File: src/common/ddcpc_cfg.svh
// register map, field positions, reset values and patterns of the path control block
`ifndef DDCPC_CFG_SVH
`define DDCPC_CFG_SVH

// register indices as printed; byte address is four times the index
`define DDCPC_IDX_FCLK0       8'h20
`define DDCPC_IDX_FCLK1       8'h21
`define DDCPC_IDX_FCLK2       8'h22
`define DDCPC_IDX_PATH        8'h24
`define DDCPC_IDX_DECIM       8'h25
`define DDCPC_IDX_STATUS      8'h28

// digital_path_config fields
`define DDCPC_PATH_AVG_BIT    5
`define DDCPC_PATH_SEL_HI     4
`define DDCPC_PATH_SEL_LO     3
`define DDCPC_PATH_DIG_BIT    2
`define DDCPC_PATH_DEC_BIT    1
`define DDCPC_PATH_RESET      8'h00

// decimation_config fields
`define DDCPC_DEC_MUXEN_BIT   7
`define DDCPC_DEC_RATIO_HI    6
`define DDCPC_DEC_RATIO_LO    4
`define DDCPC_DEC_REAL_BIT    3
`define DDCPC_DEC_PHASE_BIT   0
`define DDCPC_DEC_RESET       8'h00
`define DDCPC_RATIO_MAX       3'h5

// frame clock pattern register 2 fields
`define DDCPC_FCLK2_SCR_BIT   6
`define DDCPC_FRAME_CLOCK_RESET      20'hFFC00

// automatic bypass patterns per output resolution
`define DDCPC_FRAME_CLOCK_BYP_18     20'hFF800
`define DDCPC_FRAME_CLOCK_BYP_16     20'hFF000
`define DDCPC_FRAME_CLOCK_BYP_14     20'hFE000

// ahb-lite transfer codes
`define DDCPC_HTRANS_NONSEQ   2'h2
`define DDCPC_HTRANS_SEQ      2'h3

`endif

File: src/common/ddcpc_pkg.sv
// types shared by the path control block
package ddcpc_pkg;

  typedef logic signed [17:0] ddcpc_sample_t;

  // filter input selector codes
  typedef enum logic [1:0] {
    DDCPC_SEL_OWN  = 2'h0,
    DDCPC_SEL_A    = 2'h1,
    DDCPC_SEL_B    = 2'h2,
    DDCPC_SEL_AVG  = 2'h3
  } ddcpc_sel_t;

  // bus data phase, one-hot
  typedef enum logic [2:0] {
    DDCPC_PH_IDLE  = 3'h1,
    DDCPC_PH_WRITE = 3'h2,
    DDCPC_PH_READ  = 3'h4
  } ddcpc_phase_t;

endpackage

File: src/hdl/ddcpc_path_ctrl.sv
// digital feature path control: registers, input routing, averaging and decimation pacing
//
// Summary of operation
// - averaging enabled gives (A+B)/2 instead of a single channel
// - selector 00 own, 01 A to both, 10 B to both, 11 average
// - digital path off skips decimation and scrambling; on uses feature block
// - decimator enable bit turns both channel filters on or off
// - selector only acts while mux enable is set
// - ratio 000 none, 001..101 divide by 2..32; others unused
// - real output bit gives low-pass decimation without complex mixing
// - mix phase bit inverts oscillator phase
// - 20-bit frame pattern over three registers, reset FFC00, auto in bypass
//
// Local design decision: the AHB-Lite interface to the registers.
`timescale 1ns/1ps
`include "ddcpc_cfg.svh"

module ddcpc_path_ctrl (
  // clock and reset
  input  wire logic                   clk,
  input  wire logic                   rst,
  // ahb-lite slave
  input  wire logic                   hsel,
  input  wire logic [31:0]            haddr,
  input  wire logic [1:0]             htrans,
  input  wire logic                   hwrite,
  input  wire logic [2:0]             hsize,
  input  wire logic                   hready,
  input  wire logic [31:0]            hwdata,
  output logic      [31:0]            hrdata,
  output logic                        hreadyout,
  output logic                        hresp,
  // converter samples and oscillator phase
  input  wire ddcpc_pkg::ddcpc_sample_t sample_a,
  input  wire ddcpc_pkg::ddcpc_sample_t sample_b,
  input  wire logic [1:0]             bypass_resolution,
  input  wire logic [31:0]            nco_phase,
  // filter feed
  output ddcpc_pkg::ddcpc_sample_t    filter_a_in,
  output ddcpc_pkg::ddcpc_sample_t    filter_b_in,
  output logic                        filter_enable,
  output logic [2:0]                  decim_ratio,
  output logic                        decim_strobe,
  output logic                        real_mode,
  output logic                        complex_mix_enable,
  output logic [31:0]                 mixer_phase,
  // output path toward the serial link
  output ddcpc_pkg::ddcpc_sample_t    path_a_out,
  output ddcpc_pkg::ddcpc_sample_t    path_b_out,
  output logic                        path_valid,
  output logic                        scrambler_enable,
  output logic [19:0]                 frame_clock_pattern
);

  // stored register fields; reserved bits are not kept
  logic                       channel_average_enable;
  ddcpc_pkg::ddcpc_sel_t      filter_input_select;
  logic                       digital_path_enable;
  logic                       decimator_enable;
  logic                       filter_input_mux_enable;
  logic [2:0]                 ratio_field;
  logic                       real_out;
  logic                       mix_phase;
  logic [19:0]                frame_clock_field;
  logic                       scr_field;
  logic                       next_channel_average_enable;
  ddcpc_pkg::ddcpc_sel_t      next_filter_input_select;
  logic                       next_digital_path_enable;
  logic                       next_decimator_enable;
  logic                       next_filter_input_mux_enable;
  logic [2:0]                 next_ratio_field;
  logic                       next_real_out;
  logic                       next_mix_phase;
  logic [19:0]                next_frame_clock_field;
  logic                       next_scr_field;

  // bus phase tracking
  ddcpc_pkg::ddcpc_phase_t    phase;
  ddcpc_pkg::ddcpc_phase_t    next_phase;
  logic [7:0]                 addr_idx;
  logic [7:0]                 next_addr_idx;
  logic [31:0]                next_hrdata;
  logic                       addr_ok;
  logic                       take;
  logic [7:0]                 rd_byte;
  logic [7:0]                 status_byte;

  // datapath
  ddcpc_pkg::ddcpc_sel_t      eff_sel;
  logic signed [18:0]         pair_sum;
  ddcpc_pkg::ddcpc_sample_t   avg_sample;
  ddcpc_pkg::ddcpc_sample_t   next_filter_a_in;
  ddcpc_pkg::ddcpc_sample_t   next_filter_b_in;
  ddcpc_pkg::ddcpc_sample_t   next_path_a_out;
  ddcpc_pkg::ddcpc_sample_t   next_path_b_out;
  logic                       ratio_legal;
  logic                       decim_on;
  logic [4:0]                 div_count;
  logic [4:0]                 next_div_count;
  logic [4:0]                 div_limit;
  logic                       next_decim_strobe;
  logic                       next_path_valid;
  logic [19:0]                next_frame_clock_pattern;
  logic [31:0]                next_mixer_phase;

  // address decode: word aligned, upper bits zero, index = byte address / 4
  always_comb begin
    take    = hsel && hready && (htrans == `DDCPC_HTRANS_NONSEQ ||
                                 htrans == `DDCPC_HTRANS_SEQ);
    addr_ok = (haddr[31:10] == 22'h0) && (haddr[1:0] == 2'h0);
  end

  // status: effective routing and filter state
  always_comb begin
    status_byte      = 8'h00;
    status_byte[0]   = filter_enable;
    status_byte[1]   = filter_input_mux_enable;
    status_byte[3:2] = eff_sel;
    status_byte[4]   = channel_average_enable && eff_sel == ddcpc_pkg::DDCPC_SEL_AVG;
    status_byte[5]   = ratio_legal;
    status_byte[6]   = decim_on;
  end

  // read mux; reserved bits read as zero
  always_comb begin
    rd_byte = 8'h00;
    unique case (haddr[9:2])
      `DDCPC_IDX_FCLK0:  rd_byte = frame_clock_field[7:0];
      `DDCPC_IDX_FCLK1:  rd_byte = frame_clock_field[15:8];
      `DDCPC_IDX_FCLK2:  rd_byte = {1'b0, scr_field, 2'b00, frame_clock_field[19:16]};
      `DDCPC_IDX_PATH:   rd_byte = {2'b00, channel_average_enable, filter_input_select,
                                    digital_path_enable, decimator_enable, 1'b0};
      `DDCPC_IDX_DECIM:  rd_byte = {filter_input_mux_enable, ratio_field, real_out,
                                    2'b00, mix_phase};
      `DDCPC_IDX_STATUS: rd_byte = status_byte;
      default:           rd_byte = 8'h00;
    endcase
  end

  // bus next state: read data is prepared for the data phase
  always_comb begin
    next_phase    = ddcpc_pkg::DDCPC_PH_IDLE;
    next_addr_idx = addr_idx;
    next_hrdata   = hrdata;
    if (take && addr_ok) begin
      next_addr_idx = haddr[9:2];
      next_phase    = hwrite ? ddcpc_pkg::DDCPC_PH_WRITE : ddcpc_pkg::DDCPC_PH_READ;
    end
    if (take && !hwrite) begin
      next_hrdata = addr_ok ? {24'h0, rd_byte} : 32'h0;
    end
  end

  // register writes land in the data phase; reserved bits are dropped
  always_comb begin
    next_channel_average_enable  = channel_average_enable;
    next_filter_input_select     = filter_input_select;
    next_digital_path_enable     = digital_path_enable;
    next_decimator_enable        = decimator_enable;
    next_filter_input_mux_enable = filter_input_mux_enable;
    next_ratio_field             = ratio_field;
    next_real_out                = real_out;
    next_mix_phase               = mix_phase;
    next_frame_clock_field              = frame_clock_field;
    next_scr_field               = scr_field;
    if (phase == ddcpc_pkg::DDCPC_PH_WRITE) begin
      unique case (addr_idx)
        `DDCPC_IDX_FCLK0: next_frame_clock_field[7:0] = hwdata[7:0];
        `DDCPC_IDX_FCLK1: next_frame_clock_field[15:8] = hwdata[7:0];
        `DDCPC_IDX_FCLK2: begin
          next_frame_clock_field[19:16] = hwdata[3:0];
          next_scr_field         = hwdata[`DDCPC_FCLK2_SCR_BIT];
        end
        `DDCPC_IDX_PATH: begin
          next_channel_average_enable = hwdata[`DDCPC_PATH_AVG_BIT];
          next_filter_input_select    = ddcpc_pkg::ddcpc_sel_t'(
                                          hwdata[`DDCPC_PATH_SEL_HI:`DDCPC_PATH_SEL_LO]);
          next_digital_path_enable    = hwdata[`DDCPC_PATH_DIG_BIT];
          next_decimator_enable       = hwdata[`DDCPC_PATH_DEC_BIT];
        end
        `DDCPC_IDX_DECIM: begin
          next_filter_input_mux_enable = hwdata[`DDCPC_DEC_MUXEN_BIT];
          next_ratio_field             = hwdata[`DDCPC_DEC_RATIO_HI:`DDCPC_DEC_RATIO_LO];
          next_real_out                = hwdata[`DDCPC_DEC_REAL_BIT];
          next_mix_phase               = hwdata[`DDCPC_DEC_PHASE_BIT];
        end
        default: next_frame_clock_field = frame_clock_field;
      endcase
    end
  end

  always_ff @(posedge clk) begin
    if (rst) begin
      phase                   <= ddcpc_pkg::DDCPC_PH_IDLE;
      addr_idx                <= 8'h00;
      hrdata                  <= 32'h0;
      hreadyout               <= 1'b1;
      hresp                   <= 1'b0;
      channel_average_enable  <= 1'b0;
      filter_input_select     <= ddcpc_pkg::DDCPC_SEL_OWN;
      digital_path_enable     <= 1'b0;
      decimator_enable        <= 1'b0;
      filter_input_mux_enable <= 1'b0;
      ratio_field             <= 3'h0;
      real_out                <= 1'b0;
      mix_phase               <= 1'b0;
      frame_clock_field              <= `DDCPC_FRAME_CLOCK_RESET;
      scr_field               <= 1'b0;
    end else begin
      phase                   <= next_phase;
      addr_idx                <= next_addr_idx;
      hrdata                  <= next_hrdata;
      hreadyout               <= 1'b1;
      hresp                   <= 1'b0;
      channel_average_enable  <= next_channel_average_enable;
      filter_input_select     <= next_filter_input_select;
      digital_path_enable     <= next_digital_path_enable;
      decimator_enable        <= next_decimator_enable;
      filter_input_mux_enable <= next_filter_input_mux_enable;
      ratio_field             <= next_ratio_field;
      real_out                <= next_real_out;
      mix_phase               <= next_mix_phase;
      frame_clock_field              <= next_frame_clock_field;
      scr_field               <= next_scr_field;
    end
  end

  // input routing and averaging
  always_comb begin
    eff_sel    = filter_input_mux_enable ? filter_input_select
                                         : ddcpc_pkg::DDCPC_SEL_OWN;
    pair_sum   = 19'(sample_a) + 19'(sample_b);
    avg_sample = channel_average_enable ? pair_sum[18:1] : sample_a;
    next_filter_a_in = sample_a;
    next_filter_b_in = sample_b;
    unique case (eff_sel)
      ddcpc_pkg::DDCPC_SEL_OWN: begin
        next_filter_a_in = sample_a;
        next_filter_b_in = sample_b;
      end
      ddcpc_pkg::DDCPC_SEL_A: begin
        next_filter_a_in = sample_a;
        next_filter_b_in = sample_a;
      end
      ddcpc_pkg::DDCPC_SEL_B: begin
        next_filter_a_in = sample_b;
        next_filter_b_in = sample_b;
      end
      ddcpc_pkg::DDCPC_SEL_AVG: begin
        next_filter_a_in = avg_sample;
        next_filter_b_in = avg_sample;
      end
    endcase
  end

  // decimation pacing, output path, mixer phase and frame pattern
  always_comb begin
    ratio_legal       = ratio_field <= `DDCPC_RATIO_MAX;
    decim_on          = digital_path_enable && decimator_enable &&
                        ratio_legal && ratio_field != 3'h0;
    div_limit         = 5'((6'h1 << ratio_field) - 6'h1);
    next_div_count    = 5'h0;
    next_decim_strobe = 1'b0;
    if (decim_on) begin
      next_decim_strobe = div_count == div_limit;
      next_div_count    = (div_count == div_limit) ? 5'h0 : div_count + 5'h1;
    end
    if (digital_path_enable) begin
      next_path_a_out = next_filter_a_in;
      next_path_b_out = next_filter_b_in;
      next_path_valid = decim_on ? next_decim_strobe : 1'b1;
    end else begin
      next_path_a_out = sample_a;
      next_path_b_out = sample_b;
      next_path_valid = 1'b1;
    end
    next_mixer_phase = mix_phase ? 32'(-nco_phase) : nco_phase;
    next_frame_clock_pattern = frame_clock_field;
    if (!digital_path_enable) begin
      unique case (bypass_resolution)
        2'h1:    next_frame_clock_pattern = `DDCPC_FRAME_CLOCK_BYP_16;
        2'h2:    next_frame_clock_pattern = `DDCPC_FRAME_CLOCK_BYP_14;
        default: next_frame_clock_pattern = `DDCPC_FRAME_CLOCK_BYP_18;
      endcase
    end
  end

  always_ff @(posedge clk) begin
    if (rst) begin
      filter_a_in         <= 18'sh0;
      filter_b_in         <= 18'sh0;
      filter_enable       <= 1'b0;
      decim_ratio         <= 3'h0;
      decim_strobe        <= 1'b0;
      real_mode           <= 1'b0;
      complex_mix_enable  <= 1'b0;
      mixer_phase         <= 32'h0;
      path_a_out          <= 18'sh0;
      path_b_out          <= 18'sh0;
      path_valid          <= 1'b0;
      scrambler_enable    <= 1'b0;
      frame_clock_pattern <= `DDCPC_FRAME_CLOCK_RESET;
      div_count           <= 5'h0;
    end else begin
      filter_a_in         <= next_filter_a_in;
      filter_b_in         <= next_filter_b_in;
      filter_enable       <= digital_path_enable && decimator_enable;
      decim_ratio         <= decim_on ? ratio_field : 3'h0;
      decim_strobe        <= next_decim_strobe;
      real_mode           <= real_out;
      complex_mix_enable  <= digital_path_enable && decimator_enable && !real_out;
      mixer_phase         <= next_mixer_phase;
      path_a_out          <= next_path_a_out;
      path_b_out          <= next_path_b_out;
      path_valid          <= next_path_valid;
      scrambler_enable    <= scr_field && digital_path_enable;
      frame_clock_pattern <= next_frame_clock_pattern;
      div_count           <= next_div_count;
    end
  end

endmodule

File: config.mk
export PLATFORM = sky130hd
export DESIGN_NAME = ddcpc_path_ctrl
export DESIGN_NICKNAME = d
export VERILOG_FILES = /design/src/common/ddcpc_pkg.sv /design/src/hdl/ddcpc_path_ctrl.sv
export VERILOG_INCLUDE_DIRS = /design/src /design/src/common
export SDC_FILE = /design/constraint.sdc
export NUM_CORES = 1
export LEC_CHECK = 0
export BUFFER_PORTS_ARGS = -buffer_cell sky130_fd_sc_hd__buf_2
export CORE_MARGIN = 3
export CORE_UTILIZATION = 45
export DETAILED_ROUTE_END_ITERATION = 6
export GPL_TIMING_DRIVEN = 0
export HOLD_SLACK_MARGIN = 0.08
export MAX_ROUTING_LAYER = met4
export PLACE_DENSITY_LB_ADDON = 0.3
export SETUP_SLACK_MARGIN = 0.5
export SLEW_MARGIN = 15
export SYNTH_ARGS = -nofsm -noshare
export SYNTH_HDL_FRONTEND = slang
export SYNTH_SLANG_ARGS = --single-unit
File: constraint.sdc
create_clock -name clk -period 2.3 [get_ports clk]
set_input_delay 0.115 -clock clk [delete_from_list [all_inputs] [get_ports clk]]
set_output_delay 0.115 -clock clk [all_outputs]
set_load 0.01 [all_outputs]
==> impl_metrics.toml <==
[global_routing]
grt_max_degree = 19
grt_pass1_wl_um = 48320
antenna_found_initial = 0
grt_pass1_vias = 9192
overflow = 0
grt_usage = 0.2935

[layout]
syn_to_final_growth_pct = 47.65
drive_gt1_frac = 0.3221
num-fill-cells = 1548
fin_util = 0.6821
antenna_cells = 0
nets = 1602

[run_status]
status = "finished, final reports clean"

[synth]
netlist_area_um2 = 8728
seq_area_frac_synth = 0.4335
synth_top_area_share = 0.4335
syn_inst = 1010
ys_top_cells_by_count = "dfxtp_1 (189), nor2_1 (166), nand2_1 (82), clkbuf_1 (49), a21oi_1 (45)"
synthTopCellsByArea = "dfxtp_1 (43%), nor2_1 (7.1%), mux2i_1 (4.8%)"
avgSynthCellArea_um2 = 8.642
synth.distinct_cells = 67
yosys_most_used_dff = "dfxtp_1"
yosysWarnings = 0
synth-seq-cells = 189
yosysMostFrequentCell = "dfxtp_1"
async_reset_ff_frac = 0
synth_edf_count = 0
yosys.area.top_type = "dfxtp_1"

[sta]
fin_ws_ns = 0.4967
hold_viol = 0
rsz0062_at_grt = "yes"
slew_violations = 0
maxSlewHeadroom = 0.3743
max_freq_mhz = 554.5
tightest_slew_ns = 0.9385
setup_viol_count_final = 0
min_period_ns = 1.803
period_share = 0.7841
clock_skew_ns = 0.01073

[die]
num_rows = 50
die-width_um = 145.3
die_height_um = 145.3
dieArea_um2 = 21100
io_pins = 311
start_util = 0.4620
coreArea_um2 = 18890

[critical_path]
timing.reg2reg.setup_slack_ns = 0.50
cp_cell_sequence = "and2_4 > buf_8 > nand3_4 > nor2_4 > a222oi_1 > nand3_2 > a21oi_4 > a211oi_2"
worst_ep_arrival_time_ns = 2.09
crit_end = "path_b_out[11]"
startpoint_type = "flip-flop"
critPathCaptureType = "flip-flop"
cp.required_ns = 2.59
r2r_end = "path_b_out[11]"
cp_slowest_cell = "dfxtp_4"
cp_max_fo = 6
worstRegToRegCells = 8
cp-startpoint = "filter_input_select[1]"
worstSetupPathType = "reg2reg"
slowest_delay_ns = 0.36
r2r_start = "filter_input_select[1]"

[placed_design]
io_buffers = 256
gp_congestion = 1.014
post-place-ws_ns = -0.2539
dp_hpwl_um = 21890

[pwr]
switching_share = 0.2723
sequentialPowerShare = 0.445
power.switching_uw = 2075
power_leakage_uw = 0.005777
intPower_uw = 5545
power_frac_clock = 0.400
ir_worst_vdd_mv = 0.4971
combPwrFrac = 0.154
p_per_area_nw_per_um2 = 591.3

[detailed_routing]
wl_per_cell_um = 18.75
ant_nets = 0
vias_per_cell = 5.510
drt-pass1-iter-count = 6
drc_errors = 0
first_iter_violations = 782
totalWireLength_um = 32070
dr_total_vias = 9422

[clock_tree]
numCtsBuffers = 17
cts_num_sinks = 189
cts_tree = "built"
clock_path_buffers = 2
root_buffer = "clkbuf_16"
clk_latency_ns = 0.44
cts.clk_slew.worst_paths_ns = 0.07
htreeDepth = 4

[flow_run]
drv_cap = 0

[worst_hold_path]
hp-class = "in2reg"
[layout make-up]
cell class	instances	area, um2	share of cell area
clock inverter	14	175.2	0.01359
timing repair buffer	384	2541	0.1972
tap	260	325.3	0.02524
sequential	189	3795	0.2945
multi-input combinational	752	5090	0.3950
clock buffer	18	429.2	0.03330
inverter	14	52.55	0.004078
buffer	79	479.2	0.03718
[registers in the layout (all words and copies together), names as in the netlist, 2 cells and up]
signal               flops
filter_a_in             18
filter_input_select      2
ratio_field              3
frame_clock_pattern     20
div_count                5
decim_ratio              3
path_b_out              18
filter_b_in             18
hrdata                   8
phase                    3
addr_idx                 8
frame_clock_field       20
path_a_out              18
mixer_phase             32
[worst max-delay path, delay by kind of cell (launching register included)]
kind / cells / cell delay, ns
AOI/OAI and AO/OA: 3 / 0.66
and+or+nand+nor: 4 / 0.50
DFF: 1 / 0.36
buffers and inverters: 1 / 0.13
[per-stage QoR]
stage	setup TNS [ns]	area, um2	instances	total power, uW	hold slack [ns]
floorplan	0	8895	1034	3986	0.1874
global placement	-1.223	10500	1550	4380	0.3389
detailed placement	-1.784	10500	1550	4389	0.3402
CTS	0	12510	1697	7551	0.08047
global route	0	12890	1710	7861	0.09082
finish	0	12890	1710	7620	0.08441
[timing repair]
item                                   in CTS  in global routing
resized for setup                          87                 80
hold buffers                               95                  0
endpoints found under the hold margin     144                  0
pin swaps                                  18                 28
setup endpoints to repair                 112                103
cloned                                      0                  0
setup buffers                              20                 13
[per-layer routing]
| layer | GRT usage | wire, um |
|---|---|---|
| met3 | 0.06558 | 2809 |
| met2 | 0.4789 | 15240 |
| met4 | 0.1130 | 920 |
| met1 | 0.3556 | 13110 |
| met5 | - | 0 |
[power groups by stage]
| stage | sequential (uW) | clock [uW] | combinational, uW |
|---|---|---|---|
| final | 3390 | 3050 | 1180 |
| after global routing | 3400 | 3200 | 1260 |
| after CTS | 3390 | 3070 | 1090 |
| after detailed placement | 3470 | 0 | 919 |
| after global placement | 3470 | 0 | 911 |
| after floorplan | 3530 | 0 | 460 |
[layout by cell type, fill, tap and decap left out, types with 7 or more instances in the layout]
cell             n
nand4_1         10
nor2b_1         19
a31oi_1          7
a21oi_1         31
nand3_1         19
mux2i_1         42
xor2_1          35
a211oi_1        17
clkbuf_16       17
clkbuf_2        11
nand2_1         75
buf_6            9
clkbuf_1        28
conb_1          26
dlygate4sd3_1   94
xnor2_1          7
nor3_1          19
a22oi_1         19
a211o_1         14
and2_1          15
o21ai_0         26
nand2b_1        11
buf_2          249
and3_1          11
inv_1           12
a21oi_2         10
dfxtp_1        184
nor2_1         160
buf_4           61
a311oi_1        12
ha_1            12
[kinds of logic after synthesis]
| group | share of synthesized area |
|---|---|
| buf+inv | 0.05118 |
| flops | 0.4335 |
| simple gates | 0.2192 |
| fa+ha+maj | 0.03096 |
| other cells | 0.0008604 |
| xor+xnor | 0.04214 |
| mux | 0.05074 |
| compound gates | 0.1715 |
[how the worst min path moves through the flow]
| stage | cells past startpoint | slack (ns) | endpoint | from |
|---|---|---|---|---|
| after detailed placement | 2 | 0.34 | phase[2] | hwrite |
| after global placement | 2 | 0.34 | phase[2] | hwrite |
| after floorplan | 1 | 0.19 | phase[2] | hwrite |
| final | 3 | 0.08 | path_a_out[14] | sample_b[14] |
| after CTS | 4 | 0.08 | mixer_phase[23] | nco_phase[20] |
| after global routing | 3 | 0.09 | path_a_out[14] | sample_b[14] |
(Power assumes the default switching activity.)
